$ cat src/gate_ctl_pkg.sv
// Constants for the gate driver serial port and fault control core
package gate_ctl_pkg;
    localparam int          CLK_HZ          = 10_000_000;
    localparam int          WORD_BITS       = 16;
    localparam int          CMD_BITS        = 5;
    localparam int          DATA_BITS       = 11;
    localparam int          ADDR_BITS       = 4;
    localparam int          RW_POS          = 15;
    localparam int          ADDR_HI         = 14;
    localparam int          ADDR_LO         = 11;
    localparam int          NUM_REGS        = 16;
    localparam logic [4:0]  BIT_CNT_FULL    = 5'h10;
    localparam logic [4:0]  BIT_CNT_ZERO    = 5'h00;
    localparam logic [4:0]  BIT_CNT_SAT     = 5'h1f;
    localparam logic        CMD_WRITE       = 1'b0;
    // Register indices used by the fault logic
    localparam logic [3:0]  REG_STATUS      = 4'h0;
    localparam logic [3:0]  REG_CONTROL     = 4'h2;
    localparam logic [3:0]  REG_PROTECT     = 4'h5;
    // Field positions in the control registers
    localparam int          CLEAR_POS       = 0;
    localparam int          WARN_REP_POS    = 1;
    localparam int          DISABLE_GATE_DRIVE_FAULT_POS     = 2;
    localparam int          DISABLE_DRIVE_SUPPLY_UV_POS    = 3;
    localparam int          DIS_SHUNT_POS   = 4;
    localparam int          MODE_LO         = 6;
    localparam int          MODE_HI         = 7;
    localparam logic [10:0] REG_RESET       = 11'h000;
    // Status field positions
    localparam int          ST_FAULT        = 10;
    localparam int          ST_VDS          = 9;
    localparam int          ST_GDF          = 8;
    localparam int          ST_UV           = 7;
    localparam int          ST_TSD          = 6;
    localparam int          ST_SEN          = 5;
    localparam int          ST_OTW          = 4;
    localparam int          ST_DRV_UV       = 3;
    // Overcurrent response modes
    localparam logic [1:0]  OCP_LATCH       = 2'h0;
    localparam logic [1:0]  OCP_RETRY       = 2'h1;
    localparam logic [1:0]  OCP_REPORT      = 2'h2;
    localparam logic [1:0]  OCP_OFF         = 2'h3;
    // Times in microseconds, cycles derived from the clock rate
    localparam int          RETRY_US        = 8000;
    localparam int          DRIVE_US        = 4;
    localparam int          SLEEP_US        = 100;
    localparam int          WAKE_US         = 1000;
    localparam int          RST_WIN_US      = 20;
    localparam int          RETRY_CYC       = RETRY_US * (CLK_HZ / 1_000_000);
    localparam int          DRIVE_CYC       = DRIVE_US * (CLK_HZ / 1_000_000);
    localparam int          SLEEP_CYC       = SLEEP_US * (CLK_HZ / 1_000_000);
    localparam int          WAKE_CYC        = WAKE_US * (CLK_HZ / 1_000_000);
    localparam int          RST_WIN_CYC     = RST_WIN_US * (CLK_HZ / 1_000_000);
    localparam int          CNT_W           = 20;
endpackage

$ cat src/gate_ctl_core.sv
// Serial register port, fault response and enable sequencing of a gate driver
// Behaviour
// - Input word is 16 bits: 5 command bits then 11 data bits.
// - Output word: upper 5 bits don't care, lower 11 register data.
// - Chip select high: ignore clock and data, data-out released.
// - Sample on falling clock edge, launch on rising, MSB first.
// - Frame without exactly 16 clocks is a frame error and discarded.
// - Write returns the register's previous contents after command bits.
// - Data-out is open drain: pull low or release.
// - Bit 15 read/write, bits 14..11 address, 10..0 data.
// - Response data is the addressed register's current value.
// - Supply or drain undervoltage: report, gates Hi-Z, automatic recovery.
// - Drive supply undervoltage: report and Hi-Z unless disable bit set.
// - Overcurrent mode: latch, retry, report only, or nothing.
// - Stuck gate past drive timeout: report, Hi-Z, latch unless disabled.
// - Thermal warning keeps gates active, on the indicator only when enabled.
// - Thermal shutdown: report, Hi-Z, automatic recovery.
// - Enable low means sleep: everything off, registers to defaults.
// - Wait sleep delay after enable falls before sleeping.
// - Enable high leaves sleep; inputs accepted after wake delay.
// - Latched faults hold until condition gone and clear bit or pulse.
// - Short enable low pulse clears faults without disturbing settings.
// - Warning report bit routes warning to indicator and summary bit.
`timescale 1ns/1ps
`default_nettype none
module gate_ctl_core
    import gate_ctl_pkg::*;
#(
    parameter int RETRY_CYCLES = gate_ctl_pkg::RETRY_CYC,
    parameter int WAKE_CYCLES  = gate_ctl_pkg::WAKE_CYC
) (
    input  wire logic CLK_I,
    input  wire logic RST_I,
    input  wire logic CHIP_SELECT_N_I,
    input  wire logic SCLK_I,
    input  wire logic SDI_I,
    output logic      SDO_O,
    output logic      SDO_OE_O,
    input  wire logic ENABLE_I,
    input  wire logic SUPPLY_UNDERVOLTAGE_I,
    input  wire logic DRAIN_SUPPLY_UNDERVOLTAGE_I,
    input  wire logic CHARGE_PUMP_UNDERVOLTAGE_I,
    input  wire logic LOWSIDE_REGULATOR_UNDERVOLTAGE_I,
    input  wire logic DRAIN_SOURCE_OVERCURRENT_I,
    input  wire logic SHUNT_OVERCURRENT_I,
    input  wire logic GATE_STUCK_I,
    input  wire logic THERMAL_WARNING_I,
    input  wire logic THERMAL_SHUTDOWN_I,
    output logic      FAULT_INDICATOR_N_O,
    output logic      GATES_HIZ_O,
    output logic      AWAKE_O,
    output logic      READY_O,
    output logic      FRAME_ERROR_O
);
    import gate_ctl_pkg::*;

    typedef enum logic [1:0] {
        ST_SLEEP   = 2'b00,
        ST_WAKING  = 2'b01,
        ST_RUN     = 2'b10,
        ST_LOW_ENA = 2'b11
    } power_e;

    power_e power_state;
    logic [CNT_W-1:0] pwr_cnt;
    logic [2:0] cs_sync, sclk_sync, ena_sync;
    logic [1:0] sdi_sync; // Data needs no edge stage
    logic [10:0] regs [NUM_REGS];
    logic [WORD_BITS-1:0] shift_in;
    logic [DATA_BITS-1:0] shift_out;
    logic [4:0] bit_cnt;
    logic latch_vds, latch_sen, latch_gdf, sticky_tsd;
    logic retry_busy;
    logic [CNT_W-1:0] retry_cnt, stuck_cnt;
    logic clear_req, ena_pulse;
    logic sleeping;
    // Live status word; read at the fifth clock fall of a status access
    logic [10:0] status_word;

    // Address field of a whole received word, for the write and the clear
    function automatic logic [ADDR_BITS-1:0] word_addr(input logic [WORD_BITS-1:0] w);
        return w[ADDR_HI:ADDR_LO];
    endfunction

    // Two flops before use; stage 3 feeds edge detection only
    // Fault inputs share this clock and are read without these stages
    always_ff @(posedge CLK_I or posedge RST_I) begin
        if (RST_I) begin
            cs_sync   <= 3'h7;
            sclk_sync <= 3'h0;
            sdi_sync  <= 2'h0;
            ena_sync  <= 3'h0;
        end else begin
            cs_sync   <= {cs_sync[1:0], CHIP_SELECT_N_I};
            sclk_sync <= {sclk_sync[1:0], SCLK_I};
            sdi_sync  <= {sdi_sync[0], SDI_I};
            ena_sync  <= {ena_sync[1:0], ENABLE_I};
        end
    end

    wire logic cs_active = ~cs_sync[1];
    wire logic cs_rise   = cs_sync[1] & ~cs_sync[2];
    wire logic sclk_fall = ~sclk_sync[1] & sclk_sync[2];
    wire logic sclk_rise = sclk_sync[1] & ~sclk_sync[2];
    wire logic ena_now   = ena_sync[1];
    assign sleeping = (power_state == ST_SLEEP);
    // At the fall that completes the address its last bit is still in the
    // synchroniser, not yet in the shift register
    wire logic [ADDR_BITS-1:0] addr_now = {shift_in[ADDR_BITS-2:0], sdi_sync[1]};

    // Enable sequencing: sleep delay, wake delay, reset pulse window.
    // Low enable in run keeps settings until the sleep delay runs out, so a
    // short low can act as a fault clear pulse without touching registers.
    always_ff @(posedge CLK_I or posedge RST_I) begin
        if (RST_I) begin
            power_state <= ST_SLEEP;
            pwr_cnt     <= '0;
            ena_pulse   <= 1'b0;
        end else begin
            ena_pulse <= 1'b0;
            unique case (power_state)
                ST_SLEEP: begin
                    pwr_cnt <= '0;
                    if (ena_now) begin
                        power_state <= ST_WAKING;
                    end
                end
                ST_WAKING: begin
                    if (!ena_now) begin
                        // Nothing is configured yet, so an early drop sleeps at once
                        power_state <= ST_SLEEP;
                    end else if (pwr_cnt >= CNT_W'(WAKE_CYCLES - 1)) begin
                        power_state <= ST_RUN;
                        pwr_cnt     <= '0;
                    end else begin
                        pwr_cnt <= pwr_cnt + 1'b1;
                    end
                end
                ST_RUN: begin
                    pwr_cnt <= '0;
                    if (!ena_now) begin
                        power_state <= ST_LOW_ENA;
                    end
                end
                ST_LOW_ENA: begin
                    if (ena_now) begin
                        // Short low is a fault clear pulse only
                        power_state <= ST_RUN;
                        ena_pulse   <= (pwr_cnt < CNT_W'(RST_WIN_CYC));
                        pwr_cnt     <= '0;
                    end else if (pwr_cnt >= CNT_W'(SLEEP_CYC - 1)) begin
                        // Low past the window and the delay: full shutdown
                        power_state <= ST_SLEEP;
                    end else begin
                        pwr_cnt <= pwr_cnt + 1'b1;
                    end
                end
            endcase
        end
    end

    wire logic port_on = (power_state == ST_RUN) || (power_state == ST_LOW_ENA);

    // Serial receive, frame check, register access
    always_ff @(posedge CLK_I or posedge RST_I) begin
        if (RST_I) begin
            shift_in      <= '0;
            shift_out     <= '0;
            bit_cnt       <= BIT_CNT_ZERO;
            FRAME_ERROR_O <= 1'b0;
            clear_req     <= 1'b0;
            for (int i = 0; i < NUM_REGS; i++) begin
                regs[i] <= REG_RESET;
            end
        end else begin
            clear_req <= 1'b0;
            if (sleeping) begin
                bit_cnt <= BIT_CNT_ZERO;
                for (int i = 0; i < NUM_REGS; i++) begin
                    regs[i] <= REG_RESET;
                end
            end else if (!port_on || !cs_active) begin
                bit_cnt <= BIT_CNT_ZERO;
                if (cs_rise && port_on) begin
                    if (bit_cnt != BIT_CNT_FULL) begin
                        FRAME_ERROR_O <= 1'b1;
                    end else begin
                        FRAME_ERROR_O <= 1'b0;
                        // Status is read only, so a write to it is dropped
                        if (shift_in[RW_POS] == CMD_WRITE
                            && word_addr(shift_in) != REG_STATUS) begin
                            regs[word_addr(shift_in)] <= shift_in[DATA_BITS-1:0];
                            clear_req <= (word_addr(shift_in) == REG_CONTROL)
                                         && shift_in[CLEAR_POS];
                        end
                    end
                end
            end else if (sclk_fall) begin
                shift_in <= {shift_in[WORD_BITS-2:0], sdi_sync[1]};
                if (bit_cnt != BIT_CNT_SAT) begin
                    bit_cnt <= bit_cnt + 1'b1;
                end
                // Address known after command bits; load old contents
                if (bit_cnt == 5'(CMD_BITS - 1)) begin
                    shift_out <= (addr_now == REG_STATUS)
                                 ? status_word
                                 : regs[addr_now];
                end
            end else if (sclk_rise && bit_cnt > 5'(CMD_BITS)) begin
                shift_out <= {shift_out[DATA_BITS-2:0], 1'b0};
            end
            if (regs[REG_CONTROL][CLEAR_POS]) begin
                regs[REG_CONTROL][CLEAR_POS] <= 1'b0; // Self clearing
            end
        end
    end

    // Configuration fields and qualified fault conditions. Fault inputs are
    // already on this clock, so they are used without synchronisers.
    wire logic [1:0] overcurrent_response_mode   = regs[REG_CONTROL][MODE_HI:MODE_LO];
    wire logic warn_rep         = regs[REG_CONTROL][WARN_REP_POS];
    wire logic disable_gate_drive_fault          = regs[REG_PROTECT][DISABLE_GATE_DRIVE_FAULT_POS];
    wire logic disable_drive_supply_uv         = regs[REG_PROTECT][DISABLE_DRIVE_SUPPLY_UV_POS];
    wire logic dis_shunt        = regs[REG_PROTECT][DIS_SHUNT_POS];
    wire logic clear_any        = clear_req | ena_pulse;
    wire logic vds_now          = DRAIN_SOURCE_OVERCURRENT_I && overcurrent_response_mode != OCP_OFF;
    wire logic sen_now          = SHUNT_OVERCURRENT_I && overcurrent_response_mode != OCP_OFF && !dis_shunt;
    wire logic drv_uv           = (CHARGE_PUMP_UNDERVOLTAGE_I
                                   | LOWSIDE_REGULATOR_UNDERVOLTAGE_I) & ~disable_drive_supply_uv;
    wire logic main_uv          = SUPPLY_UNDERVOLTAGE_I | DRAIN_SUPPLY_UNDERVOLTAGE_I;
    wire logic gdf_now          = (stuck_cnt >= CNT_W'(DRIVE_CYC)) && !disable_gate_drive_fault;
    wire logic warn_shown       = THERMAL_WARNING_I & warn_rep;

    // Stuck gate timer; saturates at the timeout so the fault keeps
    // asserting for as long as the gate stays stuck
    always_ff @(posedge CLK_I or posedge RST_I) begin
        if (RST_I) begin
            stuck_cnt <= '0;
        end else if (!GATE_STUCK_I) begin
            stuck_cnt <= '0;
        end else if (stuck_cnt < CNT_W'(DRIVE_CYC)) begin
            stuck_cnt <= stuck_cnt + 1'b1;
        end
    end

    // Latched faults; a new event wins over a clear in the same cycle
    always_ff @(posedge CLK_I or posedge RST_I) begin
        if (RST_I) begin
            latch_vds  <= 1'b0;
            latch_sen  <= 1'b0;
            latch_gdf  <= 1'b0;
            sticky_tsd <= 1'b0;
        end else if (sleeping) begin
            latch_vds  <= 1'b0;
            latch_sen  <= 1'b0;
            latch_gdf  <= 1'b0;
            sticky_tsd <= 1'b0;
        end else begin
            if (vds_now && overcurrent_response_mode != OCP_RETRY) begin
                latch_vds <= 1'b1;
            end else if (clear_any) begin
                latch_vds <= 1'b0;
            end
            if (sen_now && overcurrent_response_mode != OCP_RETRY) begin
                latch_sen <= 1'b1;
            end else if (clear_any) begin
                latch_sen <= 1'b0;
            end
            if (gdf_now) begin
                latch_gdf <= 1'b1;
            end else if (clear_any) begin
                latch_gdf <= 1'b0;
            end
            if (THERMAL_SHUTDOWN_I) begin
                sticky_tsd <= 1'b1;
            end else if (clear_any) begin
                sticky_tsd <= 1'b0;
            end
        end
    end

    // Retry timer for overcurrent retry mode
    // Restarts on every event, so the gates stay off a full period after the last
    always_ff @(posedge CLK_I or posedge RST_I) begin
        if (RST_I) begin
            retry_busy <= 1'b0;
            retry_cnt  <= '0;
        end else if (sleeping) begin
            retry_busy <= 1'b0;
            retry_cnt  <= '0;
        end else if ((vds_now || sen_now) && overcurrent_response_mode == OCP_RETRY) begin
            retry_busy <= 1'b1;
            retry_cnt  <= '0;
        end else if (retry_busy) begin
            if (retry_cnt >= CNT_W'(RETRY_CYCLES - 1)) begin
                retry_busy <= 1'b0;
            end else begin
                retry_cnt <= retry_cnt + 1'b1;
            end
        end
    end

    // Gate and report decisions; report-only overcurrent keeps the gates active
    wire logic ocp_latched = (latch_vds | latch_sen) & (overcurrent_response_mode == OCP_LATCH
                             | overcurrent_response_mode == OCP_REPORT);
    wire logic hiz_now = main_uv | drv_uv | THERMAL_SHUTDOWN_I | latch_gdf | retry_busy
                         | ((latch_vds | latch_sen) & overcurrent_response_mode == OCP_LATCH);
    wire logic report_now = main_uv | drv_uv | THERMAL_SHUTDOWN_I | latch_gdf | retry_busy
                            | ocp_latched | warn_shown;
    // Status fields read back at address zero
    assign status_word = (11'(report_now) << ST_FAULT) | (11'(latch_vds) << ST_VDS)
                       | (11'(latch_gdf) << ST_GDF) | (11'(main_uv) << ST_UV)
                       | (11'(sticky_tsd) << ST_TSD) | (11'(latch_sen) << ST_SEN)
                       | (11'(THERMAL_WARNING_I) << ST_OTW) | (11'(drv_uv) << ST_DRV_UV);

    // Registered outputs
    // Indicator released and gates off while asleep, whatever the inputs do
    always_ff @(posedge CLK_I or posedge RST_I) begin
        if (RST_I) begin
            FAULT_INDICATOR_N_O <= 1'b1;
            GATES_HIZ_O         <= 1'b1;
            AWAKE_O             <= 1'b0;
            READY_O             <= 1'b0;
            SDO_O               <= 1'b0;
            SDO_OE_O            <= 1'b0;
        end else begin
            FAULT_INDICATOR_N_O <= sleeping | ~report_now;
            GATES_HIZ_O         <= sleeping | hiz_now;
            AWAKE_O             <= ~sleeping;
            READY_O             <= port_on;
            SDO_O               <= 1'b0;
            // Pull low only for a zero data bit; pull-up gives ones
            SDO_OE_O            <= port_on && cs_active && bit_cnt >= 5'(CMD_BITS)
                                   && bit_cnt < BIT_CNT_FULL
                                   && !shift_out[DATA_BITS-1];
        end
    end
endmodule
`default_nettype wire

$ cat config.mk
export PLATFORM = sky130hd
export DESIGN_NAME = gate_ctl_core
export DESIGN_NICKNAME = d
export VERILOG_FILES = /design/src/gate_ctl_pkg.sv /design/src/gate_ctl_core.sv
export SDC_FILE = /design/constraint.sdc
export NUM_CORES = 1
export LEC_CHECK = 0
export BUFFER_PORTS_ARGS = -buffer_cell sky130_fd_sc_hd__buf_2
export CORE_ASPECT_RATIO = 1.1
export CORE_UTILIZATION = 30
export DETAILED_ROUTE_END_ITERATION = 8
export MAX_ROUTING_LAYER = met4
export PLACE_DENSITY = 0.49
export SETUP_SLACK_MARGIN = 0.3
export SLEW_MARGIN = 0
export SYNTH_ARGS = -nofsm -noshare
export SYNTH_HDL_FRONTEND = slang
export SYNTH_SLANG_ARGS = --single-unit
$ cat constraint.sdc
create_clock -name CLK_I -period 10.7 [get_ports CLK_I]
set_clock_uncertainty 0.1 [all_clocks]
set_input_delay 2.14 -clock CLK_I [delete_from_list [all_inputs] [get_ports CLK_I]]
set_output_delay 2.14 -clock CLK_I [all_outputs]
set_load 0.01 [all_outputs]
==> reports/metrics.yaml, run 1 <==
worst_setup_path:
  cp_slowest_cell: "buf_12"
  cp-end-kind: "async pin"
  ff2ff_path_depth: 7
  crit_path_cell_trace: "buf_2, inv_8, buf_12"
  max_stage_delay_ns: 0.69
  critPathLaunchType: "primary input"
  path_class: "in -> async"
  crit_required_ns: 11.03
  critPathMaxFanout: 182
  cp_data_arrival_time_ns: 3.73
hold_path:
  hp-class: "reg -> reg"
  hold_depth: 0
timing:
  period_share: 0.318
  maxSlewViolCount: 0
  final.setup.tns_ns: 0
  tightest_slew_ns: 1.08
  fin_crit_ns: 3.40
  rsz0062_at_grt: "false"
  fmax_mhz: 294
  final_hold_viol_count: 0
  slew-limit-headroom: 0.280
  setup_viol_count_final: 0
clock_network:
  htreeDepth: 2
  cts_buffers: 35
  cts_tree: "yes"
  cts_resized: 0
  worstSkewPairLatency_ns: 0.54
  hold_buffers: 0
  post_cts_buffers: 0
  clk_pin_slew_ns: 0.06
  cts_root_buffer: "clkbuf_16"
  ctsLongestPathBuffers: 3
  cts.sinks: 289
floorplanning:
  fp.coreArea_sq_um: 44800
  initial_core_util: 0.306
  die_area_sq_um: 46600
  ios: 22
  die_w_um: 206
  rows: 81
  fp.dieH_um: 226
synth:
  ys_ff_latch: 289
  syn_inst: 1238
  syn_avg_cell_area_sq_um: 11.1
  synth_most_common_cell: "dfrtp_1"
  synth_common_cells: "dfrtp_1, nor2_1, mux2i_1, nand2_1, clkbuf_1"
  ys_seq_area_frac: 0.527
  yosysWarnings: 0
  synth_cell_types: 68
  syn-cell-area_sq_um: 13700
  yosys.area.top_type_share: 0.518
  syn_nets: 1261
  synth_edf_count: 0
  synth_top_area_cell: "dfrtp_1"
  synth_area_leaders: "dfrtp_1, mux2i_1, mux4_2"
  synth-main-ff-cell: "dfrtp_1"
  async_flop_share: 1.00
finish:
  drive_gt1_frac: 0.154
  multi_input_area_sq_um: 5980
  stdcell_count: 1814
  fillers: 4446
  area_growth_pct: 12.1
  layout.nets: 1231
  regArea_sq_um: 7240
  antenna_cells: 0
run_status:
  status: "complete, no violations"
place:
  dp_cells: 1752
  gp_congestion: 0.775
  io_buffer_count: 20
  hpwlAfterDp_um: 20400
global_route:
  grt_first_pass_wirelength_um: 54600
  overflow: 0
  grt_max_degree: 183
  grt_use_total: 0.155
  grt_pass1_vias: 9310
  antenna_found_initial: 2
detailed_routing:
  drt-initial-drc-count: 636
  dr.pass1.iters: 5
  wl_per_cell_um: 18.8
  route.detailed.drc: 0
  drt-vias-per-instance: 5.10
  routed_wl_um: 34000
  antenna_left: 0
  via_count: 9255
run:
  maxCapViolCount: 0
power:
  ir_worst_vdd_uv: 93.5
  power.leakage_uw: 0.00730
  power_density_nw_per_um2: 156
==> power breakdown <==
group | switching, uW | internal (uW)
clock | 468 | 701
combinational | 89.2 | 22.1
sequential | 10.8 | 1100
==> per-stage QoR <==
stage               utilization  hold slack (ns)  setup slack [ns]  total power [uW]  instance area, sq um
floorplan                     -            0.231             0.491              1210                 13700
global placement          0.318            0.245              6.66              1250                 14300
detailed placement        0.318            0.246              6.64              1250                 14300
CTS                       0.344            0.263              7.22              2440                 15400
global route              0.344            0.271              6.93              2490                 15400
finish                    0.344            0.260              7.30              2400                 15400
==> final timing paths <==
check | from | endpoint | slack [ns]
hold / removal | sclk_sync[0] | sclk_sync[1] | 0.26
hold reg to reg | sclk_sync[0] | sclk_sync[1] | 0.26
setup / recovery | RST_I | sdi_sync[1] | 7.30
min in group asynchronous | RST_I | pwr_cnt[4] | 1.66
max in group CLK_I | FAULT_INDICATOR_N_O | FAULT_INDICATOR_N_O | 7.31
setup reg to reg | register | regs[143] | 7.44
==> cell families (layout without fill, tap and decap cells) <==
kind of cell,Yosys count,count (layout),share of synthesized area
fa+ha+maj,8,8,0.00729
flops,289,289,0.527
compound gates,170,170,0.0799
mux,194,194,0.179
xor+xnor,19,19,0.0121
buf+inv,123,118,0.0379
simple gates,434,434,0.156
other cells,1,1,0.000273
==> worst max-delay path: cells and delay by family <==
family | cells | cell delay [ns]
buffers and inverters | 3 | 1.34
==> flip-flops by register name (all words and copies together) (netlist names), 2 cells and up, named ones only <==
signal                     count
ena_sync                       2
shift_out                     11
regs                         167
sclk_sync                      3
stuck_cnt                     20
pwr_cnt                       20
sdi_sync                       2
retry_cnt                     20
overcurrent_response_mode      2
bit_cnt                        5
shift_in                      16
cs_sync                        3
==> per-layer routing <==
layer | routed length, um | GRT usage
met5 | 0 | -
met3 | 1450 | 0.0246
met1 | 15900 | 0.210
met4 | 679 | 0.0410
met2 | 16000 | 0.240
==> cell usage in the layout (no fill, tap or decap), types with 10 or more instances in the layout <==
cell type	netlist	final
a211oi_1	12	12
a21oi_1	34	34
a31o_2	11	11
and2_1	27	27
buf_2	32	20
buf_4	1	15
clkbuf_16	0	35
dfrtp_1	284	282
inv_1	19	18
mux2_2	26	26
mux2i_1	129	129
mux4_2	39	39
nand2_1	67	67
nand3_1	57	57
nand4_1	14	14
nor2_1	176	175
nor4_1	11	11
o21ai_0	54	54
o31ai_1	13	13
or3_1	10	10
or4_1	13	13
xnor2_1	11	11
==> final cells by class <==
type / instances / area share
Timing Repair Buffer: 36 / 0.0151
Tap cell: 581 / 0.0472
Clock buffer: 49 / 0.0649
Clock inverter: 13 / 0.00854
Sequential cell: 289 / 0.470
Multi-Input combinational cell: 826 / 0.388
Inverter: 20 / 0.00537
Power figures use the tool's default switching activity.
==> inputs of run 2 (changes only) <==
==> constraint.sdc (replaced) <==
create_clock -name CLK_I -period 2.8 [get_ports CLK_I]
set_clock_uncertainty 0.1 [all_clocks]
set_input_delay 0.56 -clock CLK_I [delete_from_list [all_inputs] [get_ports CLK_I]]
set_output_delay 0.56 -clock CLK_I [all_outputs]
set_load 0.01 [all_outputs]
==> run 2 against run 1 <==
Wire length increased by 4.3%; sequential power rose to 3.8 times the previous value; count of clock-buffer cells in the layout rose by 1; utilization rose by 1.3 points; combinational power grew to 4.3 times the previous value; global-route usage grew 0.80 points; via count increased by 2.1%; clock power increased to 4.1 times the previous value; largest power group unchanged.
==> reports/metrics.yaml, run 2 (synthesized netlist as in run 1, its figures left out) <==
global_route:
  grt_max_degree: 125  # -32%
  grt_pass1_vias: 9615  # +3.3%
  grt_use_total: 0.163  # +0.00798
  overflow: 0  # unchanged
  antenna_found_initial: 0  # -2
  grt_first_pass_wirelength_um: 56600  # +3.7%
clock_network:
  htreeDepth: 2  # unchanged
  ctsLongestPathBuffers: 3  # unchanged
  cts_tree: "yes"
  cts_buffers: 35  # unchanged
  cts_root_buffer: "clkbuf_16"
  cts.sinks: 289  # unchanged
  worstSkewPairLatency_ns: 0.55  # about the same
  clk_pin_slew_ns: 0.06  # about the same
worst_setup_path:
  cp-end-kind: "register"
  ff2ff_path_depth: 7  # unchanged
  r2r_setup_slack_ns: 0.45  # -6.99 ns
  critPathMaxFanout: 7  # -96%
  cp_data_arrival_time_ns: 2.67  # -1.06 ns
  r2r-end: "shift_out[8]"
  crit_required_ns: 3.12  # -7.91 ns
  crit_end: "shift_out[8]"
  path_class: "reg -> reg"
  r2r-start: "bit_cnt[1]"
  worst_setup_path_startpoint: "bit_cnt[1]"
  critPathLaunchType: "register"
timing:
  final_hold_viol_count: 0  # unchanged
  period_share: 0.838
  hold_ws_ns: 0.0365  # -0.223 ns
  slew-limit-headroom: 0.455  # +0.175
  final.setup.tns_ns: 0  # unchanged
  tightest_slew_ns: 0.817  # -0.262 ns
  maxSlewViolCount: 0  # unchanged
  rsz0062_at_grt: "false"
  setup_viol_count_final: 0  # unchanged
  fin_crit_ns: 2.35
  fmax_mhz: 426
run_status:
  status: "complete, no violations"
place:
  gp_congestion: 0.821  # +6.0%
  io_buffer_count: 20  # unchanged
  hpwlAfterDp_um: 22200  # +9.2%
  dp_cells: 1789  # +2.1%
run:
  maxCapViolCount: 0  # unchanged
floorplanning:
  rows: 81  # unchanged
  initial_core_util: 0.306  # unchanged
  fp.dieH_um: 226  # unchanged
  die_area_sq_um: 46600  # unchanged
  fp.coreArea_sq_um: 44800  # unchanged
  die_w_um: 206  # unchanged
  ios: 22  # unchanged
detailed_routing:
  wl_per_cell_um: 19.1  # +2.0%
  drt-initial-drc-count: 712  # +12%
  routed_wl_um: 35500  # +4.3%
  via_count: 9451  # +2.1%
  antenna_left: 0  # unchanged
  dr.pass1.iters: 4  # -1
  drt-vias-per-instance: 5.09  # -0.14%
  route.detailed.drc: 0  # unchanged
finish:
  top_register: "regs"
  area_growth_pct: 16.3
  stdcell_count: 1855  # +2.3%
  layout_common_cells: "dfrtp_1, nor2_1, mux2i_1"
  largest_register_ff_count: 167  # unchanged
  antenna_cells: 0  # unchanged
  layout_commonest_cell: "dfrtp_1"
  drive_gt1_frac: 0.183  # +0.0288
  layout.nets: 1273  # +3.4%
power:
  power.leakage_uw: 0.00758  # +3.9%
  ir_worst_vdd_uv: 331  # +250%
  power_density_nw_per_um2: 594  # +280%
hold_path:
  hp-class: "in -> reg"
run 2: cell types whose count changed in the layout (fill, tap and decap cells not counted), sizes merged:
cell,change
bufinv,+2
clkinvlp,+1
dlygate4sd3,+3
clkbuf,+1
buf,+39
inv,-3
clkinv,-2
run 2: repair_timing:
action,4_1_cts,5_1_grt
gates resized for setup,1,7
pin swaps,0,1
endpoints found under the hold margin,7,0
buffers inserted,0,2
hold buffers,3,0
setup endpoints to repair,1,64
run 2: worst min path at each step:
| stage | start | endpoint | cells after the start |
|---|---|---|---|
| 3_5_place_dp | sclk_sync[0] | sclk_sync[1] | 0 |
| 4_1_cts | SDI_I | sdi_sync[0] | 1 |
| 2_1_floorplan | ena_sync[0] | ena_sync[1] | 0 |
| 3_3_place_gp | ena_sync[0] | ena_sync[1] | 0 |
| 6_report | SDI_I | sdi_sync[0] | 1 |
| 5_1_grt | SDI_I | sdi_sync[0] | 1 |
run 2: area by class of cell:
class                      count  area [sq um]
fill                        4437         28800
sequential                   289          7240
multi-input combinational    826          6000
clock buffer                  50          1030
tap                          581           727
timing repair buffer          78           709
clock inverter                11           175
inverter                      20          78.8
run 2: metal layers:
layer	track usage	share of wire
met1	0.214	0.47
met5	-	0
met3	0.0276	0.035
met2	0.251	0.47
met4	0.0583	0.028
run 2: worst max-delay path: stages (launching register included):
cell	delay [ns]
dfrtp_1	0.41
inv_1	0.12
ha_1	0.22
nor4bb_2	0.40
nand2_1	0.12
o21a_1	0.18
nor2_1	0.31
mux2_2	0.38
run 2: where the power goes:
part	internal [uW]	leakage (uW)	total [uW]	switching (uW)
Sequential	4220	0.00398	4260	40.8
Clock	2940	0.000588	4750	1810
Combinational	126	0.00302	477	351
run 2: stage by stage:
stage,util,total power [uW],cell area [sq um],worst slack [ns]
after floorplan,-,4630,13700,-1.69
after global placement,0.328,4820,14700,0.303
after detailed placement,0.328,4820,14700,0.261
after CTS,0.355,9650,15900,0.321
after global routing,0.356,9870,16000,0.331
final,0.356,9490,16000,0.452
